<file path="config.mk">
export PLATFORM = sky130hd
export DESIGN_NAME = ocs_top
export DESIGN_NICKNAME = d
export VERILOG_FILES = /design/src/include/ocs_pkg.sv /design/src/ocs_sync.sv /design/src/ocs_top.sv
export SDC_FILE = /design/constraint.sdc
export NUM_CORES = 1
export LEC_CHECK = 0
export ABC_CLOCK_PERIOD_IN_PS = 1800
export BUFFER_PORTS_ARGS = -buffer_cell sky130_fd_sc_hd__buf_2
export CAP_MARGIN = 0
export CORE_MARGIN = 2
export CORE_UTILIZATION = 35
export CTS_CLUSTER_SIZE = 24
export DETAILED_ROUTE_END_ITERATION = 6
export PLACE_DENSITY_LB_ADDON = 0.12
export SLEW_MARGIN = 20
export SYNTH_ARGS = -nofsm -noshare
export SYNTH_HDL_FRONTEND = slang
export SYNTH_SLANG_ARGS = --single-unit
</file>
<file path="constraint.sdc">
create_clock -name sys_clk -period 1.8 [get_ports sys_clk]
set_input_delay 0.09 -clock sys_clk [delete_from_list [all_inputs] [get_ports sys_clk]]
set_output_delay 0.09 -clock sys_clk [all_outputs]
set_load 0.03 [all_outputs]
</file>
<file path="src/include/ocs_pkg.sv">
// Constants, register map and types of the oscillator clock select block
package ocs_pkg;

    // Register indices; byte address is four times the index
    localparam logic [15:0] OCS_IDX_OPTION = 16'hffcf;
    localparam logic [15:0] OCS_IDX_CONFIG = 16'h001d;
    localparam logic [15:0] OCS_IDX_STATUS = 16'h001e;
    localparam int OCS_IDX_LSB = 2;
    localparam int OCS_ADDR_W = 18;

    // Main reference source codes
    localparam logic [1:0] OCS_MAIN_UNUSED = 2'h0;
    localparam logic [1:0] OCS_MAIN_INT = 2'h1;
    localparam logic [1:0] OCS_MAIN_RC = 2'h2;
    localparam logic [1:0] OCS_MAIN_XTAL = 2'h3;

    // Timebase reference source codes
    localparam logic [1:0] OCS_TB_INT = 2'h0;
    localparam logic [1:0] OCS_TB_RC = 2'h1;
    localparam logic [1:0] OCS_TB_XTAL = 2'h2;
    localparam logic [1:0] OCS_TB_UNUSED = 2'h3;

    // Option register fields
    localparam int OCS_OPT_SEL_LO = 0;
    localparam int OCS_OPT_SEL_HI = 1;

    // Configuration register fields
    localparam int OCS_CFG_TB_LO = 0;
    localparam int OCS_CFG_TB_HI = 1;
    localparam int OCS_CFG_INTERNAL_OSC_CLOCK_OFF = 2;
    localparam int OCS_CFG_XTAL_ON = 3;
    localparam int OCS_CFG_RC_ON = 4;
    localparam logic [7:0] OCS_CFG_RESET = 8'h00;
    localparam logic [7:0] OCS_CFG_MASK = 8'h1f;

    // Status register fields
    localparam int OCS_ST_INT_EN = 0;
    localparam int OCS_ST_RC_EN = 1;
    localparam int OCS_ST_XTAL_EN = 2;
    localparam int OCS_ST_STOP = 3;
    localparam int OCS_ST_BUSY = 4;
    localparam int OCS_ST_SRC_LO = 5;
    localparam int OCS_ST_SRC_HI = 6;

    // AXI responses
    localparam logic [1:0] OCS_RESP_OKAY = 2'h0;
    localparam logic [1:0] OCS_RESP_SLVERR = 2'h2;

    // Synchroniser input positions
    localparam int OCS_SYN_INTERNAL_OSC_CLOCK = 0;
    localparam int OCS_SYN_RC_OSC_CLOCK = 1;
    localparam int OCS_SYN_CRYSTAL_OSC_CLOCK = 2;
    localparam int OCS_SYN_BUS = 3;
    localparam int OCS_SYN_AMP = 4;
    localparam int OCS_SYN_OPT_LO = 5;
    localparam int OCS_SYN_OPT_HI = 6;
    localparam int OCS_SYN_W = 7;

    typedef enum logic [1:0] {
        OCS_SW_RUN,
        OCS_SW_PARK_OLD,
        OCS_SW_WAIT_NEW
    } ocs_switch_e;

endpackage : ocs_pkg

</file>
<file path="src/ocs_sync.sv">
// Two flip-flop synchroniser for a group of level inputs
module ocs_sync #(
    parameter int WIDTH = 1
) (
    // Clock and reset
    input wire logic sys_clk,
    input wire logic rst_n,
    // Levels
    input wire logic [WIDTH-1:0] async_in,
    output logic [WIDTH-1:0] sync_out
);

    logic [WIDTH-1:0] meta_q;

    always_ff @(posedge sys_clk) begin
        if (!rst_n) begin
            meta_q <= '0;
            sync_out <= '0;
        end else begin
            meta_q <= async_in;
            sync_out <= meta_q;
        end
    end

endmodule : ocs_sync

</file>
<file path="src/ocs_top.sv">
// Oscillator source selection and gating with AXI4-Lite registers
//
// The AXI4-Lite slave port was left to the implementer.
module ocs_top
    import ocs_pkg::*;
(
    // Clock and reset
    input wire logic sys_clk,
    input wire logic rst_n,
    // Oscillator and pin levels
    input wire logic internal_osc_clock,
    input wire logic rc_osc_clock,
    input wire logic crystal_osc_clock,
    input wire logic crystal_amp_out,
    input wire logic bus_clock,
    input wire logic [1:0] option_strap,
    // System state from system integration
    input wire logic osc_enable_from_sysint,
    input wire logic stop_mode,
    input wire logic wait_mode,
    input wire logic break_mode,
    // Clock outputs
    output logic main_ref_clock,
    output logic pll_ref_clock,
    output logic timebase_ref_clock,
    output logic watchdog_ref_clock,
    output logic osc_out_pin,
    // Oscillator enables
    output logic internal_osc_en,
    output logic rc_osc_en,
    output logic crystal_osc_en,
    // AXI4-Lite write address
    input wire logic [OCS_ADDR_W-1:0] s_axi_awaddr,
    input wire logic [2:0] s_axi_awprot,
    input wire logic s_axi_awvalid,
    output logic s_axi_awready,
    // AXI4-Lite write data
    input wire logic [31:0] s_axi_wdata,
    input wire logic [3:0] s_axi_wstrb,
    input wire logic s_axi_wvalid,
    output logic s_axi_wready,
    // AXI4-Lite write response
    output logic [1:0] s_axi_bresp,
    output logic s_axi_bvalid,
    input wire logic s_axi_bready,
    // AXI4-Lite read address
    input wire logic [OCS_ADDR_W-1:0] s_axi_araddr,
    input wire logic [2:0] s_axi_arprot,
    input wire logic s_axi_arvalid,
    output logic s_axi_arready,
    // AXI4-Lite read data
    output logic [31:0] s_axi_rdata,
    output logic [1:0] s_axi_rresp,
    output logic s_axi_rvalid,
    input wire logic s_axi_rready
);

    logic [OCS_SYN_W-1:0] syn_raw;
    logic [OCS_SYN_W-1:0] syn;
    logic [2:0] opt_loaded_q;
    logic [7:0] option_q;
    logic [7:0] config_q;
    logic stop_d1_q;
    logic [2:0] stop_keep_q;
    logic [1:0] main_req;
    logic [1:0] main_cur_q;
    ocs_switch_e sw_state_q;
    logic [1:0] tb_cur_q;
    logic tb_park_q;
    logic main_src;
    logic main_new_src;
    logic tb_src;
    logic stop_active;
    logic int_en;
    logic rc_en;
    logic xtal_en;
    logic aw_held_q;
    logic w_held_q;
    logic [15:0] aw_idx_q;
    logic [31:0] wdata_q;
    logic [3:0] wstrb_q;
    logic [15:0] ar_idx;
    logic [7:0] status_val;

    // Mode inputs kept on the port list; wait and break change nothing
    logic unused_modes;
    assign unused_modes = wait_mode | break_mode | (|s_axi_awprot) | (|s_axi_arprot);

    assign syn_raw = {option_strap[1], option_strap[0], crystal_amp_out, bus_clock,
                      crystal_osc_clock, rc_osc_clock, internal_osc_clock};

    ocs_sync #(
        .WIDTH(OCS_SYN_W)
    ) u_sync (
        .sys_clk(sys_clk),
        .rst_n(rst_n),
        .async_in(syn_raw),
        .sync_out(syn)
    );

    // Option bits caught once the synchronised strap has settled, then held
    always_ff @(posedge sys_clk) begin
        if (!rst_n) begin
            opt_loaded_q <= 3'h0;
            option_q <= 8'h00;
        end else if (!opt_loaded_q[2]) begin
            opt_loaded_q <= {opt_loaded_q[1:0], 1'b1};
            if (opt_loaded_q[1]) begin
                option_q <= {6'h00, syn[OCS_SYN_OPT_HI], syn[OCS_SYN_OPT_LO]};
            end
        end
    end

    assign main_req = {option_q[OCS_OPT_SEL_HI], option_q[OCS_OPT_SEL_LO]};

    // Stop-mode bits sampled on stop entry
    always_ff @(posedge sys_clk) begin
        if (!rst_n) begin
            stop_d1_q <= 1'b0;
            stop_keep_q <= 3'h0;
        end else begin
            stop_d1_q <= stop_mode;
            if (stop_mode && !stop_d1_q) begin
                stop_keep_q <= {config_q[OCS_CFG_RC_ON], config_q[OCS_CFG_XTAL_ON],
                                config_q[OCS_CFG_INTERNAL_OSC_CLOCK_OFF]};
            end
        end
    end

    assign stop_active = stop_mode && stop_d1_q;

    // Enables: one of RC/crystal at most, following the main source
    always_comb begin
        int_en = osc_enable_from_sysint && !(stop_active && stop_keep_q[0]);
        rc_en = osc_enable_from_sysint && (main_cur_q == OCS_MAIN_RC)
                && (!stop_active || stop_keep_q[2]);
        xtal_en = osc_enable_from_sysint && (main_cur_q == OCS_MAIN_XTAL)
                  && (!stop_active || stop_keep_q[1]);
    end

    function automatic logic pick_main(input logic [1:0] sel, input logic [OCS_SYN_W-1:0] s,
                                       input logic ie, input logic re, input logic xe);
        logic v;
        v = 1'b0;
        case (sel)
            OCS_MAIN_INT: v = s[OCS_SYN_INTERNAL_OSC_CLOCK] & ie;
            OCS_MAIN_RC: v = s[OCS_SYN_RC_OSC_CLOCK] & re;
            OCS_MAIN_XTAL: v = s[OCS_SYN_CRYSTAL_OSC_CLOCK] & xe;
            default: v = 1'b0;
        endcase
        return v;
    endfunction : pick_main

    assign main_src = pick_main(main_cur_q, syn, int_en, rc_en, xtal_en);
    assign main_new_src = pick_main(main_req, syn, int_en, osc_enable_from_sysint,
                                    osc_enable_from_sysint);

    // Main source switch only while both old and new clocks are low
    always_ff @(posedge sys_clk) begin
        if (!rst_n) begin
            sw_state_q <= OCS_SW_RUN;
            main_cur_q <= OCS_MAIN_UNUSED;
        end else begin
            case (sw_state_q)
                OCS_SW_RUN: begin
                    if (main_req != main_cur_q) begin
                        sw_state_q <= OCS_SW_PARK_OLD;
                    end
                end
                OCS_SW_PARK_OLD: begin
                    if (!main_ref_clock) begin
                        sw_state_q <= OCS_SW_WAIT_NEW;
                    end
                end
                OCS_SW_WAIT_NEW: begin
                    if (!main_new_src) begin
                        main_cur_q <= main_req;
                        sw_state_q <= OCS_SW_RUN;
                    end
                end
                default: sw_state_q <= OCS_SW_RUN;
            endcase
        end
    end

    // Main, PLL and watchdog clock outputs
    always_ff @(posedge sys_clk) begin
        if (!rst_n) begin
            main_ref_clock <= 1'b0;
            pll_ref_clock <= 1'b0;
        end else if (sw_state_q == OCS_SW_RUN) begin
            main_ref_clock <= main_src;
            pll_ref_clock <= main_src;
        end else if (!main_ref_clock || sw_state_q == OCS_SW_WAIT_NEW) begin
            main_ref_clock <= 1'b0;
            pll_ref_clock <= 1'b0;
        end else begin
            main_ref_clock <= main_src;
            pll_ref_clock <= main_src;
        end
    end

    always_ff @(posedge sys_clk) begin
        if (!rst_n) begin
            watchdog_ref_clock <= 1'b0;
        end else begin
            watchdog_ref_clock <= syn[OCS_SYN_INTERNAL_OSC_CLOCK] & int_en;
        end
    end

    // Timebase selector; RC and crystal only when they drive the main reference
    always_comb begin
        case (tb_cur_q)
            OCS_TB_INT: tb_src = syn[OCS_SYN_INTERNAL_OSC_CLOCK] & int_en;
            OCS_TB_RC: tb_src = syn[OCS_SYN_RC_OSC_CLOCK] & rc_en;
            OCS_TB_XTAL: tb_src = syn[OCS_SYN_CRYSTAL_OSC_CLOCK] & xtal_en;
            default: tb_src = 1'b0;
        endcase
    end

    always_ff @(posedge sys_clk) begin
        if (!rst_n) begin
            tb_cur_q <= OCS_TB_INT;
            tb_park_q <= 1'b0;
            timebase_ref_clock <= 1'b0;
        end else if (tb_cur_q != config_q[OCS_CFG_TB_HI:OCS_CFG_TB_LO]) begin
            if (!timebase_ref_clock) begin
                tb_park_q <= 1'b1;
                tb_cur_q <= config_q[OCS_CFG_TB_HI:OCS_CFG_TB_LO];
            end else begin
                timebase_ref_clock <= tb_src;
            end
        end else if (tb_park_q) begin
            if (!tb_src) begin
                tb_park_q <= 1'b0;
            end
        end else begin
            timebase_ref_clock <= tb_src;
        end
    end

    // Second oscillator pin
    always_ff @(posedge sys_clk) begin
        if (!rst_n) begin
            osc_out_pin <= 1'b0;
        end else if (main_cur_q == OCS_MAIN_XTAL) begin
            osc_out_pin <= syn[OCS_SYN_AMP];
        end else if (main_cur_q == OCS_MAIN_UNUSED) begin
            osc_out_pin <= 1'b0;
        end else begin
            osc_out_pin <= syn[OCS_SYN_BUS];
        end
    end

    always_ff @(posedge sys_clk) begin
        if (!rst_n) begin
            internal_osc_en <= 1'b0;
            rc_osc_en <= 1'b0;
            crystal_osc_en <= 1'b0;
        end else begin
            internal_osc_en <= int_en;
            rc_osc_en <= rc_en;
            crystal_osc_en <= xtal_en;
        end
    end

    // AXI write: address and data taken in either order
    always_ff @(posedge sys_clk) begin
        if (!rst_n) begin
            aw_held_q <= 1'b0;
            w_held_q <= 1'b0;
            aw_idx_q <= 16'h0000;
            wdata_q <= 32'h0000_0000;
            wstrb_q <= 4'h0;
            s_axi_awready <= 1'b0;
            s_axi_wready <= 1'b0;
            s_axi_bvalid <= 1'b0;
            s_axi_bresp <= OCS_RESP_OKAY;
            config_q <= OCS_CFG_RESET;
        end else begin
            s_axi_awready <= !aw_held_q && !s_axi_awready && !s_axi_bvalid;
            s_axi_wready <= !w_held_q && !s_axi_wready && !s_axi_bvalid;
            if (s_axi_awvalid && s_axi_awready) begin
                aw_held_q <= 1'b1;
                aw_idx_q <= s_axi_awaddr[OCS_ADDR_W-1:OCS_IDX_LSB];
                s_axi_awready <= 1'b0;
            end
            if (s_axi_wvalid && s_axi_wready) begin
                w_held_q <= 1'b1;
                wdata_q <= s_axi_wdata;
                wstrb_q <= s_axi_wstrb;
                s_axi_wready <= 1'b0;
            end
            if (aw_held_q && w_held_q && !s_axi_bvalid) begin
                aw_held_q <= 1'b0;
                w_held_q <= 1'b0;
                s_axi_bvalid <= 1'b1;
                if (aw_idx_q == OCS_IDX_CONFIG) begin
                    if (wstrb_q[0]) begin
                        config_q <= wdata_q[7:0] & OCS_CFG_MASK;
                    end
                    s_axi_bresp <= OCS_RESP_OKAY;
                end else if (aw_idx_q == OCS_IDX_OPTION || aw_idx_q == OCS_IDX_STATUS) begin
                    s_axi_bresp <= OCS_RESP_OKAY;
                end else begin
                    s_axi_bresp <= OCS_RESP_SLVERR;
                end
            end
            if (s_axi_bvalid && s_axi_bready) begin
                s_axi_bvalid <= 1'b0;
            end
        end
    end

    // AXI read
    assign ar_idx = s_axi_araddr[OCS_ADDR_W-1:OCS_IDX_LSB];

    always_comb begin
        status_val = 8'h00;
        status_val[OCS_ST_INT_EN] = internal_osc_en;
        status_val[OCS_ST_RC_EN] = rc_osc_en;
        status_val[OCS_ST_XTAL_EN] = crystal_osc_en;
        status_val[OCS_ST_STOP] = stop_active;
        status_val[OCS_ST_BUSY] = (sw_state_q != OCS_SW_RUN) || tb_park_q;
        status_val[OCS_ST_SRC_HI:OCS_ST_SRC_LO] = main_cur_q;
    end

    always_ff @(posedge sys_clk) begin
        if (!rst_n) begin
            s_axi_arready <= 1'b0;
            s_axi_rvalid <= 1'b0;
            s_axi_rdata <= 32'h0000_0000;
            s_axi_rresp <= OCS_RESP_OKAY;
        end else begin
            s_axi_arready <= !s_axi_arready && !s_axi_rvalid;
            if (s_axi_arvalid && s_axi_arready) begin
                s_axi_arready <= 1'b0;
                s_axi_rvalid <= 1'b1;
                s_axi_rresp <= OCS_RESP_OKAY;
                if (ar_idx == OCS_IDX_OPTION) begin
                    s_axi_rdata <= {24'h000000, option_q};
                end else if (ar_idx == OCS_IDX_CONFIG) begin
                    s_axi_rdata <= {24'h000000, config_q};
                end else if (ar_idx == OCS_IDX_STATUS) begin
                    s_axi_rdata <= {24'h000000, status_val};
                end else begin
                    s_axi_rdata <= 32'h0000_0000;
                    s_axi_rresp <= OCS_RESP_SLVERR;
                end
            end else if (s_axi_rvalid && s_axi_rready) begin
                s_axi_rvalid <= 1'b0;
            end
        end
    end

endmodule : ocs_top

</file>
==> impl_metrics.sql <==
INSERT INTO impl_metrics (metric_group, metric, value, unit) VALUES
('status', 'outcome', 'finished clean', ''),
('logic_synthesis', 'synth_area_leader_cell', 'dfxtp_1', ''),
('grt', 'first_global_vias', '2730', ''),
('logic_synthesis', 'synth_seq_area_share', '46.6', '%'),
('grt', 'grt_pass1_wl', '12.5', 'mm'),
('die', 'top_level_ports', '145', ''),
('timing', 'fmax_achieved', '679', 'MHz'),
('logic_synthesis', 'syn_avg_cell_area', '8.68', 'um2'),
('finish', 'finalNetCount', '593', ''),
('route', 'drtPass1Iterations', '5', ''),
('route', 'avgRoutedWirePerCell', '12.2', 'um'),
('finish', 'filler_cell_count', '985', ''),
('critical_path', 'worst_stage_delay_on_the_critical_path', '400', 'ps'),
('grt', 'grt_overflow', '0', ''),
('power', 'power.share.combinational', '12.0', '%'),
('power', 'power.leakage', '1.77', 'nW'),
('power', 'vdd_drop_max', '0.389', 'mV'),
('critical_path', 'worst_setup_ep_type', 'flop', ''),
('route', 'route.vias.total', '2989', ''),
('logic_synthesis', 'ys_dominant_reg_cell', 'dfxtp_1', ''),
('critical_path', 'critical_path_buf_inv_count', '0', ''),
('cts', 'cts_resized', '0', ''),
('job', 'maxCapViolCount', '0', ''),
('min_path', 'whs_path_depth', '3', ''),
('critical_path', 'reg2reg_setup_slack', '330', 'ps'),
('route', 'antenna_violating_nets_post_route', '0', ''),
('power', 'internal-power', '2.65', 'mW'),
('placed_design', 'post-place-cells', '588', ''),
('finish', 'regArea', '0.00160', 'mm2'),
('finish', 'syn_to_final_growth', '26.2', '%'),
('timing', 'fin_hold_ws', '41.1', 'ps'),
('die', 'design.core.area', '0.00964', 'mm2'),
('timing', 'final_hold_viol_count', '0', ''),
('critical_path', 'critical_path.slowest_cell', 'nor4b_1', ''),
('cts', 'cts_tree', 'done', ''),
('logic_synthesis', 'synthCells', '396', ''),
('finish', 'post_layout_nonfiller_instances', '635', ''),
('die', 'die_h', '103', 'um'),
('logic_synthesis', 'ys_async_sr_fraction', '0', '%'),
('timing', 'final_worst_path_period_share', '81.8', '%'),
('timing', 'setup-violations-final', '0', ''),
('cts', 'root_buffer', 'clkbuf_8', ''),
('grt', 'grt_antenna_before_repair', '0', ''),
('cts', 'clk_pin_slew', '80', 'ps'),
('critical_path', 'critical_path.reg2reg.startpoint', 'aw_idx_q[6]', ''),
('logic_synthesis', 'post_synth_main_area_contributors', 'dfxtp_1 (47%), buf_4 (6.1%), nand2_1 (6.0%)', ''),
('logic_synthesis', 'number_of_synthesized_flops_with_an_enable_pin', '0', ''),
('logic_synthesis', 'synthTopCellsByCount', 'dfxtp_1 (80), nand2_1 (55), a21oi_1 (39), buf_4 (28), nor2_1 (25)', ''),
('timing', 'slew-limit-headroom', '62.6', '%'),
('critical_path', 'ordered_list_of_cells_on_the_worst_path', 'nor4b_1 > and3_1 > a22o_1 > o31ai_1', ''),
('placed_design', 'i_o_buffers', '75', ''),
('placed_design', 'placement.setup.worst_slack', '158', 'ps'),
('min_path', 'hold_path_end', 'internal_osc_en', ''),
('die', 'die_area', '0.0106', 'mm2'),
('power', 'power_per_cell_area', '829', 'mW/mm2'),
('timing', 'maxSlewViolCount', '0', ''),
('critical_path', 'cp.arrival', '1700', 'ps'),
('die', 'initial_core_util', '35.7', '%'),
('timing', 'setup_total_negative_slack', '0', 'ps'),
('logic_synthesis', 'mappedNetlistArea', '0.00344', 'mm2'),
('cts', 'cts_hold_buffers', '31', ''),
('finish', 'antenna_cells', '0', ''),
('logic_synthesis', 'synth.ff_latch_count', '80', ''),
('placed_design', 'place.detailed.hpwl', '5.61', 'mm'),
('logic_synthesis', 'netlist_cell_types', '49', ''),
('critical_path', 'r2r.worst_path.cells', '4', ''),
('logic_synthesis', 'yosysMostFrequentCell', 'dfxtp_1', ''),
('finish', 'post_route_cells_drive_above_1_share', '19.9', '%'),
('critical_path', 'critPathKind', 'reg2reg', ''),
('critical_path', 'r2r_end', 's_axi_bresp[1]', ''),
('power', 'seqPwrFrac', '52.5', '%');
## stage by stage
step	util, %	instance area [um2]
after global placement	39.8	3840
after detailed placement	39.8	3840
after CTS	45.0	4340
after global routing	45.0	4340
final	45.0	4340
after floorplan	-	3540
## worst max path at each step
| stage | to | from | cells after the start | slack, ps |
|---|---|---|---|---|
| finish | s_axi_bresp[1] | aw_idx_q[6] | 4 | 330 |
| CTS | s_axi_bresp[1] | aw_idx_q[6] | 4 | 300 |
| global route | s_axi_bresp[1] | aw_idx_q[6] | 4 | 200 |
| floorplan | aw_idx_q[13] | s_axi_awready | 5 | 360 |
| detailed placement | s_axi_rdata[1] | s_axi_araddr[14] | 5 | 160 |
| global placement | s_axi_rdata[1] | s_axi_araddr[14] | 5 | 170 |
## metal layers
| layer | wire length [um] | global-route usage [%] |
|---|---|---|
| met5 | 0 | 0 |
| met4 | 141 | 6.38 |
| met3 | 406 | 3.93 |
| met2 | 3580 | 24.9 |
| met1 | 3630 | 19.3 |
## logic make-up after synthesis
| kind of cell | synth area share, % |
|---|---|
| other cells | 0.109 |
| mux | 3.53 |
| flops | 46.6 |
| buf+inv | 8.59 |
| simple gates | 27.5 |
| xor+xnor | 1.27 |
| compound gates | 12.4 |
## area by class of cell
| cell class | count | area share [%] |
|---|---|---|
| multi-input combinational | 292 | 37.8 |
| sequential | 80 | 36.9 |
| timing repair buffer | 110 | 16.8 |
| tap | 133 | 3.84 |
| clock buffer | 11 | 3.03 |
| clock inverter | 5 | 1.33 |
| inverter | 4 | 0.346 |
## registers in the layout (all words and copies together), names as in the netlist, 3 cells and up
register / count
aw_idx_q: 16
config_q: 5
opt_loaded_q: 3
s_axi_rdata: 7
stop_keep_q: 3
u_sync.meta_q: 7
u_sync.sync_out: 7
wdata_q: 5
## cell usage in the layout (no fill, tap or decap), types with 5 or more instances in the layout
master,n
dfxtp_1,80
buf_2,75
nand2_1,55
a21oi_1,39
dlygate4sd3_1,31
conb_1,27
nor2_1,25
nand3_1,22
and2_1,18
nor3_1,11
mux2i_1,11
o21ai_0,10
clkbuf_8,9
nand2b_1,6
nand4_1,5
## worst reg2reg max path, cell delays in order, from the launching register on
cell     delay (ps)
dfxtp_1         330
nor4b_1         400
and3_1          340
a22o_1          210
o31ai_1          70
## power by group through the flow
stage / clock network, mW / registers (mW) / logic (mW)
4_1_cts: 1.32 / 1.89 / 0.431
3_5_place_dp: 0 / 1.93 / 0.380
6_report: 1.28 / 1.89 / 0.430
5_1_grt: 1.41 / 1.90 / 0.481
2_1_floorplan: 0 / 1.94 / 0.282
3_3_place_gp: 0 / 1.93 / 0.376
Power figures use the tool's default switching activity.
